<file path="config.mk">
export PLATFORM = sky130hd
export DESIGN_NAME = pms_top
export DESIGN_NICKNAME = d
export VERILOG_FILES = /design/src/rtl/pms_pkg.sv /design/src/rtl/pms_top.sv
export VERILOG_INCLUDE_DIRS = /design/src /design/src/rtl
export SDC_FILE = /design/constraint.sdc
export NUM_CORES = 1
export LEC_CHECK = 0
export ABC_AREA = 1
export BUFFER_PORTS_ARGS = -buffer_cell sky130_fd_sc_hd__buf_4
export CAP_MARGIN = 20
export CORE_UTILIZATION = 46
export CTS_CLUSTER_SIZE = 14
export DETAILED_ROUTE_END_ITERATION = 10
export GPL_TIMING_DRIVEN = 0
export PLACE_DENSITY = 0.69
export SYNTH_ARGS = -nofsm -noshare
export SYNTH_HDL_FRONTEND = slang
export SYNTH_SLANG_ARGS = --single-unit
export TNS_END_PERCENT = 5
</file>
<file path="constraint.sdc">
create_clock -name pclk -period 3.2 [get_ports pclk]
set_input_delay 0.8 -clock pclk [delete_from_list [all_inputs] [get_ports pclk]]
set_output_delay 0.8 -clock pclk [all_outputs]
set_load 0.05 [all_outputs]
</file>
<file path="src/rtl/pms_defines.svh">
// Functional notes
// - Four ports; mode auto 11, semi 10, manual 01
// - Mode 00 shuts port down: no detect, no power
// - Manual port runs one detect cycle per command
// - Manual port obeys power on/off commands anytime; code powers on only after a good detect, else startup fault
// - Semi-auto repolls and reports, powers only on command
// - Auto powers port itself after good detect and class
// - Auto mode alone loads thresholds from class
// - Single-signature classes 1-8 map to threshold triples
// - Dual-signature classes 1-5 map to channel triples
// - Dual port power cut sums powered channel cuts
// - Any fault removes that port or channel power; code cuts only the faulted channel, also on single-signature ports
// - Enabled disconnect removes that port or channel power; code cuts only that channel, also on single-signature ports
// - Host power-off command works in every mode
// - Reset on power-up, pin low, or reset-all bit
// - Strap changes after reset are ignored
// - Strap high: auto, detect and class enabled
// - Connection check compares two first-channel readings
// - Attach or removal during check reports invalid
// - Accept 19k-26.5k, reject above 33k, below 15k
// - Status kept for port, channel A, channel B
// - Power-on commands split per channel, one slave
// - Power-on without good detect raises startup fault; code raises none while the port is in mode 00
// - Detection off when shutdown or detect disabled
`ifndef PMS_DEFINES_SVH
`define PMS_DEFINES_SVH
`define PMS_NPORT        4
`define PMS_MODE_SHDN    2'h0
`define PMS_MODE_MAN     2'h1
`define PMS_MODE_SEMI    2'h2
`define PMS_MODE_AUTO    2'h3
`define PMS_OFF_CTRL0    8'h00
`define PMS_OFF_CMD      8'h10
`define PMS_OFF_STAT0    8'h20
`define PMS_OFF_GLOB     8'h30
`define PMS_OFF_THRA0    8'h40
`define PMS_OFF_THRB0    8'h50
`define PMS_OFF_PCUT0    8'h60
`define PMS_CMD_DET      3:0
`define PMS_CMD_ON_A     7:4
`define PMS_CMD_ON_B     11:8
`define PMS_CMD_OFF      15:12
`define PMS_STAT_SFLT    21
`define PMS_GLOB_RST     0
`define PMS_RSIG_MIN     10'h0AA
`define PMS_RSIG_MAX     10'h122
`define PMS_CC_DELTA     8'h08
`define PMS_T_REPOLL_MS  100
`define PMS_CLK_MHZ      200
`endif

</file>
<file path="src/rtl/pms_pkg.sv">
`default_nettype none
package pms_pkg;
    typedef enum logic [2:0] {ST_IDLE, ST_CCHK, ST_DET, ST_CLS, ST_WAIT}
        pms_st_t;
    typedef enum logic [1:0] {K_CC, K_DET, K_CLS} pms_kind_t;
    typedef enum logic [2:0] {DR_UNK, DR_LOW, DR_GOOD, DR_HIGH, DR_CCINV,
                              DR_CHAN} pms_det_t;
    typedef enum logic [1:0] {CC_NONE, CC_SINGLE, CC_DUAL, CC_INV} pms_cc_t;
    typedef struct packed {
        logic       disc_en;
        logic       cls_en;
        logic       det_en;
        logic [1:0] mode;
    } pms_ctrl_t;
    typedef struct packed {
        logic       done;
        logic       chg;
        logic [7:0] i1;
        logic [7:0] i2;
        logic [9:0] res_a;
        logic [9:0] res_b;
        logic [3:0] cls_a;
        logic [3:0] cls_b;
    } pms_rsp_t;
    typedef struct packed {
        logic      req;
        pms_kind_t kind;
    } pms_req_t;
    typedef struct packed {
        logic [9:0]  icut;
        logic [10:0] ilim;
        logic [13:0] pcut;
    } pms_row_t;
    typedef struct packed {
        logic [9:0]  icut_a;
        logic [10:0] ilim_a;
        logic [9:0]  icut_b;
        logic [10:0] ilim_b;
        logic [13:0] pcut;
    } pms_thr_t;
endpackage
`default_nettype wire

</file>
<file path="src/rtl/pms_top.sv">
`include "pms_defines.svh"
`default_nettype none
module pms_top
    import pms_pkg::*;
#(
    parameter int unsigned NPORT      = `PMS_NPORT,
    parameter int unsigned REPOLL_CYC = `PMS_T_REPOLL_MS * 1000 * `PMS_CLK_MHZ
) (
    input  wire logic        pclk,
    input  wire logic        presetn,
    input  wire logic        psel,
    input  wire logic        penable,
    input  wire logic        pwrite,
    input  wire logic [7:0]  paddr,
    input  wire logic [31:0] pwdata,
    output var  logic [31:0] prdata,
    output var  logic        pready,
    output var  logic        pslverr,
    input  wire logic        auto_strap,
    input  wire pms_rsp_t    afe_rsp   [NPORT],
    input  wire logic [3:0]  fault_a,
    input  wire logic [3:0]  fault_b,
    input  wire logic [3:0]  disc_a,
    input  wire logic [3:0]  disc_b,
    output var  pms_req_t    meas_req  [NPORT],
    output var  logic [3:0]  pwr_en_a,
    output var  logic [3:0]  pwr_en_b,
    output var  pms_thr_t    thr       [NPORT]
);
    localparam int unsigned CW = $clog2(REPOLL_CYC + 1);

    // ==========================================================
    // Functions
    function automatic logic port_hit(input logic [7:0] a,
                                      input logic [7:0] base);
        port_hit = (a[7:4] == base[7:4]) && (a[1:0] == 2'h0);
    endfunction

    function automatic pms_det_t det_eval(input logic [9:0] r);
        if (r < `PMS_RSIG_MIN)
            det_eval = DR_LOW;
        else if (r > `PMS_RSIG_MAX)
            det_eval = DR_HIGH;
        else
            det_eval = DR_GOOD;
    endfunction

    function automatic pms_cc_t cc_eval(input pms_rsp_t r);
        logic [7:0] d;
        d = (r.i2 > r.i1) ? r.i2 - r.i1 : r.i1 - r.i2;
        if (r.chg)
            cc_eval = CC_INV;
        else if (d > `PMS_CC_DELTA)
            cc_eval = CC_SINGLE;
        else
            cc_eval = CC_DUAL;
    endfunction

    function automatic pms_row_t row_single(input logic [3:0] c);
        unique case (c)
            4'h1: row_single = '{10'h05E, 11'h1A9, 14'h021F};
            4'h2: row_single = '{10'h096, 11'h1A9, 14'h0365};
            4'h4: row_single = '{10'h27E, 11'h352, 14'h0E38};
            4'h5: row_single = '{10'h245, 11'h352, 14'h1496};
            4'h6: row_single = '{10'h2DB, 11'h352, 14'h1B58};
            4'h7: row_single = '{10'h339, 11'h427, 14'h2224};
            4'h8: row_single = '{10'h3CF, 11'h48F, 14'h25BC};
            default: row_single = '{10'h152, 11'h1A9, 14'h079E};
        endcase
    endfunction

    function automatic pms_row_t row_dual(input logic [3:0] c);
        unique case (c)
            4'h1: row_dual = '{10'h05E, 11'h1A9, 14'h021F};
            4'h2: row_dual = '{10'h096, 11'h1A9, 14'h0365};
            4'h4: row_dual = '{10'h27E, 11'h352, 14'h0E38};
            4'h5: row_dual = '{10'h3CF, 11'h48F, 14'h12DE};
            default: row_dual = '{10'h152, 11'h1A9, 14'h079E};
        endcase
    endfunction

    // ==========================================================
    // Strap capture and soft reset
    logic strap_s1_q;
    logic strap_s2_q;
    logic strap_q;
    logic init_q;
    logic soft_rst_q;
    logic wr_en;
    logic cfg_load;

    assign wr_en    = psel && penable && pwrite;
    assign cfg_load = !init_q || soft_rst_q;

    // Free-running so the strap is settled when reset lifts
    always_ff @(posedge pclk) begin
        strap_s1_q <= auto_strap;
        strap_s2_q <= strap_s1_q;
    end

    always_ff @(posedge pclk or negedge presetn) begin
        if (!presetn) begin
            init_q     <= 1'b0;
            strap_q    <= 1'b0;
            soft_rst_q <= 1'b0;
        end else begin
            init_q     <= 1'b1;
            soft_rst_q <= wr_en && (paddr == `PMS_OFF_GLOB)
                          && pwdata[`PMS_GLOB_RST];
            if (cfg_load)
                strap_q <= strap_s2_q;
        end
    end

    // ==========================================================
    // Control registers and commands
    pms_ctrl_t  ctrl_q [NPORT];
    logic       cmd_wr;
    logic [3:0] cmd_det;
    logic [3:0] cmd_on_a;
    logic [3:0] cmd_on_b;
    logic [3:0] cmd_off;

    assign cmd_wr   = wr_en && (paddr == `PMS_OFF_CMD);
    assign cmd_det  = cmd_wr ? pwdata[`PMS_CMD_DET] : 4'h0;
    assign cmd_on_a = cmd_wr ? pwdata[`PMS_CMD_ON_A] : 4'h0;
    assign cmd_on_b = cmd_wr ? pwdata[`PMS_CMD_ON_B] : 4'h0;
    assign cmd_off  = cmd_wr ? pwdata[`PMS_CMD_OFF] : 4'h0;

    always_ff @(posedge pclk or negedge presetn) begin
        if (!presetn) begin
            for (int p = 0; p < NPORT; p++)
                ctrl_q[p] <= '0;
        end else begin
            for (int p = 0; p < NPORT; p++) begin
                if (cfg_load)
                    ctrl_q[p] <= strap_s2_q ?
                        '{1'b1, 1'b1, 1'b1, `PMS_MODE_AUTO} : '0;
                else if (wr_en && port_hit(paddr, `PMS_OFF_CTRL0)
                         && paddr[3:2] == 2'(p))
                    ctrl_q[p] <= pwdata[4:0];
            end
        end
    end

    // ==========================================================
    // Per-port detect sequencer
    pms_st_t    st_q      [NPORT];
    logic [1:0] act_q     [NPORT];
    logic [CW-1:0] cnt_q  [NPORT];
    pms_det_t   det_p_q   [NPORT];
    pms_det_t   det_a_q   [NPORT];
    pms_det_t   det_b_q   [NPORT];
    pms_cc_t    cc_q      [NPORT];
    logic [3:0] cls_a_q   [NPORT];
    logic [3:0] cls_b_q   [NPORT];
    logic [3:0] dcmd_q;
    logic [3:0] auto_on_q;
    logic [3:0] pwr_a_q;
    logic [3:0] pwr_b_q;

    always_ff @(posedge pclk or negedge presetn) begin
        if (!presetn) begin
            dcmd_q    <= 4'h0;
            auto_on_q <= 4'h0;
            for (int p = 0; p < NPORT; p++) begin
                st_q[p]     <= ST_IDLE;
                act_q[p]    <= `PMS_MODE_SHDN;
                cnt_q[p]    <= '0;
                det_p_q[p]  <= DR_UNK;
                det_a_q[p]  <= DR_UNK;
                det_b_q[p]  <= DR_UNK;
                cc_q[p]     <= CC_NONE;
                cls_a_q[p]  <= 4'h0;
                cls_b_q[p]  <= 4'h0;
                meas_req[p] <= '{1'b0, K_CC};
            end
        end else begin
            for (int p = 0; p < NPORT; p++) begin
                meas_req[p].req <= 1'b0;
                auto_on_q[p]    <= 1'b0;
                if (cmd_det[p] && act_q[p] == `PMS_MODE_MAN)
                    dcmd_q[p] <= 1'b1;
                if (st_q[p] == ST_IDLE || st_q[p] == ST_WAIT)
                    act_q[p] <= ctrl_q[p].mode;
                if (soft_rst_q) begin
                    st_q[p]    <= ST_IDLE;
                    dcmd_q[p]  <= 1'b0;
                    det_p_q[p] <= DR_UNK;
                    det_a_q[p] <= DR_UNK;
                    det_b_q[p] <= DR_UNK;
                    cc_q[p]    <= CC_NONE;
                end else begin
                    unique case (st_q[p])
                        ST_IDLE: begin
                            if (act_q[p] != `PMS_MODE_SHDN
                                && ctrl_q[p].det_en
                                && !pwr_a_q[p] && !pwr_b_q[p]
                                && (act_q[p] != `PMS_MODE_MAN
                                    || dcmd_q[p])) begin
                                st_q[p]     <= ST_CCHK;
                                dcmd_q[p]   <= 1'b0;
                                meas_req[p] <= '{1'b1, K_CC};
                            end
                        end
                        ST_CCHK: begin
                            if (afe_rsp[p].done) begin
                                cc_q[p] <= cc_eval(afe_rsp[p]);
                                if (cc_eval(afe_rsp[p]) == CC_INV) begin
                                    det_p_q[p] <= DR_CCINV;
                                    det_a_q[p] <= DR_CCINV;
                                    det_b_q[p] <= DR_CCINV;
                                    st_q[p]    <= ST_WAIT;
                                    cnt_q[p]   <= '0;
                                end else begin
                                    st_q[p]     <= ST_DET;
                                    meas_req[p] <= '{1'b1, K_DET};
                                end
                            end
                        end
                        ST_DET: begin
                            if (afe_rsp[p].done) begin
                                det_a_q[p] <= det_eval(afe_rsp[p].res_a);
                                det_b_q[p] <= det_eval(afe_rsp[p].res_b);
                                det_p_q[p] <= (cc_q[p] == CC_SINGLE) ?
                                    det_eval(afe_rsp[p].res_a) : DR_CHAN;
                                if (ctrl_q[p].cls_en && (det_eval(
                                    afe_rsp[p].res_a) == DR_GOOD
                                    || (cc_q[p] == CC_DUAL && det_eval(
                                    afe_rsp[p].res_b) == DR_GOOD))) begin
                                    st_q[p]     <= ST_CLS;
                                    meas_req[p] <= '{1'b1, K_CLS};
                                end else begin
                                    st_q[p]  <= ST_WAIT;
                                    cnt_q[p] <= '0;
                                end
                            end
                        end
                        ST_CLS: begin
                            if (afe_rsp[p].done) begin
                                cls_a_q[p]   <= afe_rsp[p].cls_a;
                                cls_b_q[p]   <= afe_rsp[p].cls_b;
                                auto_on_q[p] <= (act_q[p] ==
                                                 `PMS_MODE_AUTO);
                                st_q[p]      <= ST_WAIT;
                                cnt_q[p]     <= '0;
                            end
                        end
                        ST_WAIT: begin
                            cnt_q[p] <= cnt_q[p] + 1'b1;
                            if (act_q[p] == `PMS_MODE_MAN
                                || act_q[p] == `PMS_MODE_SHDN
                                || cnt_q[p] == CW'(REPOLL_CYC - 1))
                                st_q[p] <= ST_IDLE;
                        end
                        default: st_q[p] <= ST_IDLE;
                    endcase
                end
            end
        end
    end

    // ==========================================================
    // Power control
    logic [3:0] good_a;
    logic [3:0] good_b;
    logic [3:0] on_a;
    logic [3:0] on_b;
    logic [3:0] kill_a;
    logic [3:0] kill_b;
    logic [3:0] sfault_q;
    logic [3:0] sflt_set;

    always_comb begin
        for (int p = 0; p < NPORT; p++) begin
            if (cc_q[p] == CC_SINGLE) begin
                good_a[p] = (det_p_q[p] == DR_GOOD);
                good_b[p] = good_a[p];
                on_a[p]   = good_a[p] && (cmd_on_a[p] || cmd_on_b[p]
                            || auto_on_q[p]);
                on_b[p]   = on_a[p];
            end else begin
                good_a[p] = (cc_q[p] == CC_DUAL) && det_a_q[p] == DR_GOOD;
                good_b[p] = (cc_q[p] == CC_DUAL) && det_b_q[p] == DR_GOOD;
                on_a[p]   = good_a[p] && (cmd_on_a[p] || auto_on_q[p]);
                on_b[p]   = good_b[p] && (cmd_on_b[p] || auto_on_q[p]);
            end
            kill_a[p] = fault_a[p] || (ctrl_q[p].disc_en && disc_a[p])
                        || cmd_off[p] || act_q[p] == `PMS_MODE_SHDN
                        || soft_rst_q;
            kill_b[p] = fault_b[p] || (ctrl_q[p].disc_en && disc_b[p])
                        || cmd_off[p] || act_q[p] == `PMS_MODE_SHDN
                        || soft_rst_q;
            sflt_set[p] = act_q[p] != `PMS_MODE_SHDN
                          && ((cmd_on_a[p] && !good_a[p])
                              || (cmd_on_b[p] && !good_b[p]));
        end
    end

    always_ff @(posedge pclk or negedge presetn) begin
        if (!presetn) begin
            pwr_a_q <= 4'h0;
            pwr_b_q <= 4'h0;
        end else begin
            pwr_a_q <= ~kill_a & (pwr_a_q | on_a);
            pwr_b_q <= ~kill_b & (pwr_b_q | on_b);
        end
    end

    always_ff @(posedge pclk or negedge presetn) begin
        if (!presetn) begin
            sfault_q <= 4'h0;
        end else begin
            for (int p = 0; p < NPORT; p++) begin
                if (sflt_set[p])
                    sfault_q[p] <= 1'b1;
                else if (soft_rst_q || (wr_en && paddr[3:2] == 2'(p)
                         && port_hit(paddr, `PMS_OFF_STAT0)
                         && pwdata[`PMS_STAT_SFLT]))
                    sfault_q[p] <= 1'b0;
            end
        end
    end

    assign pwr_en_a = pwr_a_q;
    assign pwr_en_b = pwr_b_q;

    // ==========================================================
    // Automatic thresholds
    pms_row_t rs_row [NPORT];
    pms_row_t ra_row [NPORT];
    pms_row_t rb_row [NPORT];

    always_comb begin
        for (int p = 0; p < NPORT; p++) begin
            rs_row[p] = row_single(cls_a_q[p]);
            ra_row[p] = row_dual(cls_a_q[p]);
            rb_row[p] = row_dual(cls_b_q[p]);
        end
    end

    always_ff @(posedge pclk or negedge presetn) begin
        if (!presetn) begin
            for (int p = 0; p < NPORT; p++)
                thr[p] <= '0;
        end else begin
            for (int p = 0; p < NPORT; p++) begin
                if (act_q[p] == `PMS_MODE_AUTO) begin
                    if (cc_q[p] == CC_SINGLE) begin
                        thr[p] <= '{rs_row[p].icut,
                                    rs_row[p].ilim,
                                    rs_row[p].icut,
                                    rs_row[p].ilim,
                                    rs_row[p].pcut};
                    end else if (cc_q[p] == CC_DUAL) begin
                        thr[p] <= '{ra_row[p].icut,
                                    ra_row[p].ilim,
                                    rb_row[p].icut,
                                    rb_row[p].ilim,
                                    (pwr_a_q[p] ? ra_row[p].pcut
                                                : 14'h0000)
                                  + (pwr_b_q[p] ? rb_row[p].pcut
                                                : 14'h0000)};
                    end
                end
            end
        end
    end

    // ==========================================================
    // APB slave
    logic [31:0] rdata_d;
    logic [31:0] prdata_q;
    logic        hit;
    logic [1:0]  ri;

    assign ri = paddr[3:2];
    assign hit = port_hit(paddr, `PMS_OFF_CTRL0)
                 || port_hit(paddr, `PMS_OFF_STAT0)
                 || port_hit(paddr, `PMS_OFF_THRA0)
                 || port_hit(paddr, `PMS_OFF_THRB0)
                 || port_hit(paddr, `PMS_OFF_PCUT0)
                 || paddr == `PMS_OFF_CMD || paddr == `PMS_OFF_GLOB;

    always_comb begin
        rdata_d = 32'h0000_0000;
        if (port_hit(paddr, `PMS_OFF_CTRL0))
            rdata_d = {27'h0, ctrl_q[ri]};
        else if (port_hit(paddr, `PMS_OFF_STAT0))
            rdata_d = {8'h00, act_q[ri], sfault_q[ri], pwr_b_q[ri],
                       pwr_a_q[ri], cls_b_q[ri], cls_a_q[ri], cc_q[ri],
                       det_b_q[ri], det_a_q[ri], det_p_q[ri]};
        else if (port_hit(paddr, `PMS_OFF_THRA0))
            rdata_d = {11'h000, thr[ri].ilim_a, thr[ri].icut_a};
        else if (port_hit(paddr, `PMS_OFF_THRB0))
            rdata_d = {11'h000, thr[ri].ilim_b, thr[ri].icut_b};
        else if (port_hit(paddr, `PMS_OFF_PCUT0))
            rdata_d = {18'h00000, thr[ri].pcut};
        else if (paddr == `PMS_OFF_GLOB)
            rdata_d = {30'h0, strap_q, 1'b0};
    end

    always_ff @(posedge pclk or negedge presetn) begin
        if (!presetn)
            prdata_q <= 32'h0000_0000;
        else if (psel && !penable && !pwrite)
            prdata_q <= rdata_d;
    end

    assign prdata  = prdata_q;
    assign pready  = 1'b1;
    assign pslverr = psel && penable && !hit;
endmodule
`default_nettype wire

</file>
# [Word level (Yosys, flattened, before mapping)]
# Cells that the tools add are included.
# Widths: inputs -> output; s select.
[word_totals] reg_bits=509 inputBits=246 output_inout_bits=278 wordCells=921
[classes] add_sub_neg=16 n_lt_le_gt_ge=26 eq_ne=173 muxes=328 bitwise_logic=8 reduce_logical=276
[ops] operator="$pmux 35 s4" count=8
[ops] operator="$pmux 35 s7" count=4
[ops] operator="$mux 56" count=10
[ops] operator="$mux 25" count=20
[ops] operator="$pmux 25 s4" count=4
[ops] operator="$mux 3" count=117
[ops] operator="$mux 14" count=9
[ops] operator="$bmux 56 s2" count=1
[ops] operator="$eq 4x3->1 const B" count=27
[ops] operator="$add 25x1->25 const B" count=4
[ops] operator="$eq 25x25->1 const B" count=4
[ops] operator="$logic_and 1x1->1" count=98
[ops] operator="$eq 3x2->1 const B" count=28
[ops] operator="$logic_or 1x1->1" count=83
[ops] operator="$gt 10x9->1 const B" count=8
[ops] operator="$lt 10x8->1 const B" count=8
[ops] operator="$pmux 3 s2" count=12
[ops] operator="$mux 2" count=34
[ops] operator="$sub 8x8->8" count=8
[ops] operator="$mux 1" count=63
[ops] operator="$pmux 3 s5" count=4
[ops] operator="$add 14x14->14" count=4
[ops] operator="$ne 2x2->1 const B" count=28
[ops] operator="$reduce_and 7->1" count=8
[ops] operator="43 further kinds" count=233

# [Depth between registers and ports, before layout]
# Gate-level depths: netlist (run 1).
[depth] depth_word=14 mapped_depth=21

# [Worst setup path after synthesis (run 1)]
# OpenSTA, ideal clock, no wires.
[synth_timing] kind="input -> output" startpoint="input paddr[4]" endpoint="output pslverr" t_arrival_ps=2731 required_ps=2400 slack_ps=-331 path_stages=5 n_path_buf=1 path_cell_list="buf_2 -> nor3_2 -> inv_1 -> nand4_1 -> nor4_1"
[synth_via] elab_chain_len=10 word_cells_on_any_way=20 cone_classes="eq/ne (6); reduce/logical (14)"
[synth_rtl] item="start, declared" line="pms_top.sv:14" rtl="input wire logic [7:0] paddr,"
[synth_rtl] item="$eq 4x2->1 / $logic_not 4->1 (equally long branches)" line="pms_top.sv:36" rtl="port_hit = (a[7:4] == base[7:4]) && (a[1:0] == 2'h0);"
[synth_rtl] item="$logic_and 1x1->1" line="pms_top.sv:36"
[synth_rtl] item="$logic_or 1x1->1 (4 in series)" line="pms_top.sv:378" rtl="assign hit = port_hit(paddr, `PMS_OFF_CTRL0)"
[synth_rtl] item="$logic_or 1x1->1 (no source line)"
[synth_rtl] item="$logic_or 1x1->1 (no source line) (*)"
[synth_rtl] item="$logic_not 1->1 (*)" line="pms_top.sv:412" rtl="assign pslverr = psel && penable && !hit;"
[synth_rtl] item="$logic_and 1x1->1 (*)" line="pms_top.sv:412"
[synth_rtl] item="end, declared" line="pms_top.sv:18" rtl="output var logic pslverr,"
# Every way passes the cells marked *; elsewhere a longest branch is shown, timed or not.

# [Final worst setup path (run 1)]
[layout_timing] startpoint="input paddr[7]" endpoint="output pslverr"
# The elaborated chain is that of the path after synthesis.

==> reports/qor.yml, run 1 <==
status:
  status: "finished, final reports clean"
detailed_routing:
  wl_per_cell_um: 23.1
  num_vias: 36900
  drt_iter0_drc: 4203
  vias_per_cell: 5.82
  totalWireLength_um: 147000
  drc_errors: 0
  dr.pass1.iters: 8
  antenna_left: 0
yosys:
  synth.top_cell.area_share_pct: 34.7
  post-synth-top-area-cell: "dfrtp_1"
  ys_warn_count: 0
  synth_cell_types: 65
  synth.most_common_cell: "nand2_1"
  synth_seq_cells: 453
  synth_area_um2: 32500
  ys_async_sr_fraction_pct: 99.6
  netlist_instances: 4774
  synth_common_cells: "1267 x nand2_1, 579 x inv_1, 558 x nor2_1, 451 x dfrtp_1, 310 x a21oi_1"
  synth_top_flop_cell: "dfrtp_1"
  syn_area_per_cell_um2: 6.82
  synth_edf_count: 0
  seq_area_frac_synth_pct: 34.8
  netlist_top_cells_area: "dfrtp_1 35%, nand2_1 15%, inv_1 6.7%"
clock_tree:
  path_clk_slew_ps: 50
  cts_sinks: 453
  htree_levels: 2
  cts_buffers: 56
  clock_latency_ps: 650
  cts_tree: "built"
  cts_max_path_buffers: 3
  cts_root_buf: "clkbuf_16"
worst_setup_path:
  cp-start-kind: "input pin"
  r2r-start: "cls_a_q[4]"
  crit_path_max_fanout: 8
  worst_r2r_path_depth: 15
  cpMostUsedCell: "buf_4"
  r2r-end: "thr[66]"
  worstPathCellList: "buf_4, nor2_1, inv_1, nor3_2, inv_2, nand4_1, nor4_2, buf_4"
  slowest_stage: "nor2_1"
  worstPathArrival_ps: 2370
  crit_required_ps: 2400
  worst_setup_path_end_kind: "primary output"
  r2r_setup_slack_ps: 90
  crit_type: "input pin to primary output"
  max_stage_delay_ps: 400
flow_run:
  maxCapViolCount: 0
sta:
  hold_viol_final: 0
  holdWs_ps: 137
  worst_clock_skew_ps: 48.0
  slew_viol_final: 0
  slew_headroom_pct: 23.3
  period_needed_ps: 3170
  rsz0062_at_grt: "true"
  timing.final.crit_share_pct: 99.1
  finalSetupViolations: 0
  fmax_mhz: 315
  tightest_slew_ps: 1150
  tns_ps: 0
grt:
  grt_overflow_total: 0
  gr-usage-all-layers_pct: 40.1
  grt_pass1_vias: 33800
  grt_pass1_wl_um: 215000
  grt_start_max_net_pins: 116
  antenna_found_initial: 10
finish:
  synthToLayoutAreaGrowth_pct: 22.5
  drive_gt1_share_pct: 16.0
  layout.nets: 5733
  stdcell_count: 6340
place:
  io_buffer_count: 498
  gp_congestion: 1.14
  dp_cells: 6224
  hpwl_um: 118000
power:
  p_leak_nw: 20.3
  powerDensity_nw_per_um2: 893
  ir_worst_vdd_v: 0.000851
  power_mw: 35.6
die:
  std_cell_rows: 97
  ioPinCount: 524
  start_util_pct: 46.5
  die_area_um2: 71800
  die_y_um: 268
  coreArea_um2: 70000
  die_w_um: 268
hold_path:
  hp-class: "input pin to asynchronous set/reset pin"
[layout by cell type (no fill, tap or decap), drive strengths merged, types with 47 or more instances in the layout]
| master | n |
|---|---|
| nand2 | 1267 |
| o21ai | 231 |
| o22ai | 73 |
| nand4 | 185 |
| buf | 621 |
| a21oi | 311 |
| nand3 | 245 |
| nor2 | 573 |
| a31oi | 47 |
| nor3 | 99 |
| clkbuf | 176 |
| inv | 610 |
| ha | 124 |
| dfrtp | 451 |
| xor2 | 54 |
[metal layers]
| metal | track usage [%] | vias to the layer above | part of all wire [%] |
|---|---|---|---|
| li1 | - | 16900 | - |
| met1 | 53.3 | 17400 | 40 |
| met2 | 60.9 | 2105 | 43 |
| met3 | 7.60 | 468 | 10 |
| met4 | 23.7 | 14 | 6.9 |
| met5 | 0 | - | 0.068 |
[layout make-up]
type | instances | area [um2]
diodes | 3 | 7.51
plain buffers | 214 | 1080
clock buffers | 71 | 1590
clock inverters | 33 | 390
fillers | 6956 | 30200
inverters | 614 | 2320
multi-input cells | 3500 | 18000
flip-flops and latches | 453 | 11300
well taps | 940 | 1180
repair buffers | 512 | 3930
[metrics by stage]
stage,instance area (um2),utilization [%],worst slack [ps]
2_1_floorplan,32600,-,242
3_3_place_gp,37500,53.5,-3480
3_5_place_dp,37600,53.7,-777
4_1_cts,39600,56.6,-52.2
5_1_grt,39900,56.9,-33.8
6_report,39900,56.9,28.8
[timing repair]
item | in CTS | in global routing
endpoints found under the setup margin | 22 | 34
hold buffers | 0 | 0
buffers inserted | 1 | 9
gates resized for setup | 25 | 59
pin swaps | 1 | 6
[worst max path at each step]
stage                            from   endpoint  slack, ps
after floorplan              paddr[4]    pslverr        240
after global placement        presetn  cnt_q[48]      -3480
after detailed placement   cls_a_q[4]    thr[66]       -780
after CTS                 cls_a_q[12]   thr[178]        -50
after global routing      cls_a_q[14]   thr[177]        -30
final                        paddr[7]    pslverr         30
[kinds of logic after synthesis]
family,after synthesis,share of synthesized area [%]
AO/OA/AOI/OAI,816,14.6
XOR/XNOR,78,2.10
adder cells (fa/ha/maj),136,5.51
buffers and inverters,829,10.4
flip-flops,453,34.8
multiplexers,19,0.658
other,2,0.0231
AND/OR/NAND/NOR,2441,31.9
[power by group]
part / total (mW) / internal (mW) / switching (mW)
clock network: 6.88 / 4.08 / 2.80
registers: 10.7 / 7.46 / 3.20
logic: 18.1 / 5.00 / 13.1
[worst max-delay path: cells and delay by family]
family        cells  cell delay (ps)
simple gates      4              930
buf+inv           4              630
[sequential cells by signal (all words and copies together), names as in the netlist, 12 cells and up]
register  flops
ctrl_q       20
meas_req     12
det_a_q      12
cls_b_q      16
thr         180
cnt_q       100
det_p_q      12
cls_a_q      16
st_q         12
prdata       24
(Power assumes the default switching activity.)
==> run 2, diff against run 1 <==
--- a/config.mk
+++ b/config.mk
@@ -7,13 +7,14 @@
 export NUM_CORES = 1
 export LEC_CHECK = 0
 export ABC_AREA = 1
+export ABC_CLOCK_PERIOD_IN_PS = 3200
 export BUFFER_PORTS_ARGS = -buffer_cell sky130_fd_sc_hd__buf_4
 export CAP_MARGIN = 20
 export CORE_UTILIZATION = 46
 export CTS_CLUSTER_SIZE = 14
 export DETAILED_ROUTE_END_ITERATION = 10
 export GPL_TIMING_DRIVEN = 0
-export PLACE_DENSITY = 0.69
+export PLACE_DENSITY = 0.77
 export SYNTH_ARGS = -nofsm -noshare
 export SYNTH_HDL_FRONTEND = slang
 export SYNTH_SLANG_ARGS = --single-unit
==> constraint.sdc (replaced) <==
create_clock -name pclk -period 3.2 [get_ports pclk]
set_input_delay 0.8 -clock pclk [delete_from_list [all_inputs] [get_ports pclk]]
set_output_delay 0.8 -clock pclk [all_outputs]
set_load 0.005 [all_outputs]
==> reports/qor.yml, run 2 (synthesis results as in run 1) <==
detailed_routing:
  drt_iter0_drc: 4133
  wl_met3_um: 16000
  wl_per_cell_um: 24.4
  num_vias: 37100
  topRoutingLayerUsed: "met5"
  antenna_left: 0
  met1Wirelength_um: 61400
  drc_errors: 0
  vias_per_cell: 5.86
  totalWireLength_um: 155000
  wl_met2_um: 67200
  dr.pass1.iters: 7
power:
  ir_worst_vdd_v: 0.000492
  p_sw_share_pct: 46.7
  power_frac_comb_pct: 42.5
  p_leak_nw: 20.4
  internal_power_mw: 16.7
  power_mw: 31.3
  p_sw_mw: 14.6
  seq_power_share_pct: 34.5
  power.share.clock_pct: 23.0
  powerDensity_nw_per_um2: 784
worst_setup_path:
  cp-start-kind: "input pin"
  worst_setup_path_end_kind: "primary output"
  worstPathArrival_ps: 2410
  crit_path_max_fanout: 4
  crit_required_ps: 2400
  crit_type: "input pin to primary output"
finish:
  finish.utilization_pct: 57.0
  top_register: "thr"
  largest_register_ffs: 180
  layout_commonest_cell: "nand2_1"
  layout.nets: 5734
  final_cell_mix: "1265 x nand2_1, 572 x inv_1, 572 x buf_4"
  synthToLayoutAreaGrowth_pct: 22.7
  drive_gt1_share_pct: 15.7
status:
  violations: "setup timing"
  status: "finished, violations left"
flow_run:
  maxCapViolCount: 0
clock_tree:
  path_clk_slew_ps: 60
  cts_tree: "built"
  htree_levels: 2
  cts_max_path_buffers: 3
  clock_latency_ps: 650
  cts_buffers: 54
  cts_root_buf: "clkbuf_16"
  cts_sinks: 453
grt:
  grt_pass1_vias: 34700
  gr-usage-all-layers_pct: 42.4
  antenna_found_initial: 13
  grt_overflow_total: 0
  grt_start_max_net_pins: 110
  grt_pass1_wl_um: 225000
sta:
  holdWs_ps: 96.1
  period_needed_ps: 3210
  timing.final.crit_share_pct: 100
  slew_viol_final: 0
  worst_slack_ps: -11.5
  worst_clock_skew_ps: 43.4
  rsz0062_at_grt: "true"
  finalSetupViolations: 1
  tightest_slew_ps: 1090
  fmax_mhz: 311
  hold_viol_final: 0
  slew_headroom_pct: 26.7
die:
  std_cell_rows: 97
  die_w_um: 268
  coreArea_um2: 70000
  start_util_pct: 46.5
  die_y_um: 268
  ioPinCount: 524
  die_area_um2: 71800
place:
  pre_cts_slack_ps: -700
  hpwl_um: 125000
  gp_congestion: 1.09
  io_buffer_count: 498
hold_path:
  hp-class: "input pin to asynchronous set/reset pin"
-- run 2: changes by cell type in the layout (fill, tap and decap cells not counted), moves of 3 or more --
cell | before | now
buf_4 | 568 | 572
bufinv_16 | 7 | 13
clkbuf_1 | 107 | 104
clkbuf_16 | 58 | 54
inv_1 | 563 | 572
inv_2 | 42 | 34
-- run 2: repair_timing --
item                                    CTS  global route
endpoints found under the setup margin   27            29
gates cloned                              0             0
setup buffers                             3            11
hold buffers                              0             0
pin swaps                                 2             5
gates resized for setup                  34            33
-- run 2: per-layer routing --
layer  track usage [%]  vias to the layer above
li1                  -                    16900
met1              54.9                    17700
met2              64.5                     2084
met3              10.4                      465
met4              24.4                       16
met5                 0                        -
-- run 2: power by group through the flow --
stage / logic, mW / clock network [mW] / registers (mW)
global placement: 12.7 / 0 / 10.6
finish: 13.3 / 7.19 / 10.8
floorplan: 6.93 / 0 / 8.84
global route: 14.4 / 7.41 / 10.7
CTS: 13.0 / 7.21 / 10.6
detailed placement: 12.9 / 0 / 10.6
-- run 2: worst max-delay path, stage by stage --
cell and delay [ps]:
buf_4 110, nor2_1 150, nand2_1 200, nor3_1 550, inv_1 180, nand4_1 150, nor4_2 90, buf_4 180
-- run 2: area by class of cell --
class / count / area (um2)
fill: 6820 / 30100
multi-input combinational: 3500 / 18000
sequential: 453 / 11300
timing repair buffer: 516 / 3960
inverter: 614 / 2320
clock buffer: 65 / 1480
tap: 940 / 1180
buffer: 213 / 1070
clock inverter: 37 / 559
antenna: 5 / 12.5
-- run 2: final timing paths --
check,slack [ps],startpoint,depth (start not counted),end
hold reg to reg,350,strap_s1_q,0,strap_s2_q
setup reg to reg,40,cc_q[6],8,thr[222]
setup / recovery,-10,paddr[1],8,pslverr
hold / removal,100,presetn,1,thr[8]
min in group pclk,270,auto_strap,1,strap_s1_q
max in group asynchronous,1710,presetn,3,cnt_q[42]
-- run 2: per-stage QoR --
stage	instances	setup TNS [ps]	cell area, um2
finish	6343	-11.5	39900
detailed placement	6224	-8380	37600
global placement	6220	-1579410	37500
floorplan	4782	0	32600
global route	6339	-453	39900
CTS	6329	-3.10	39800
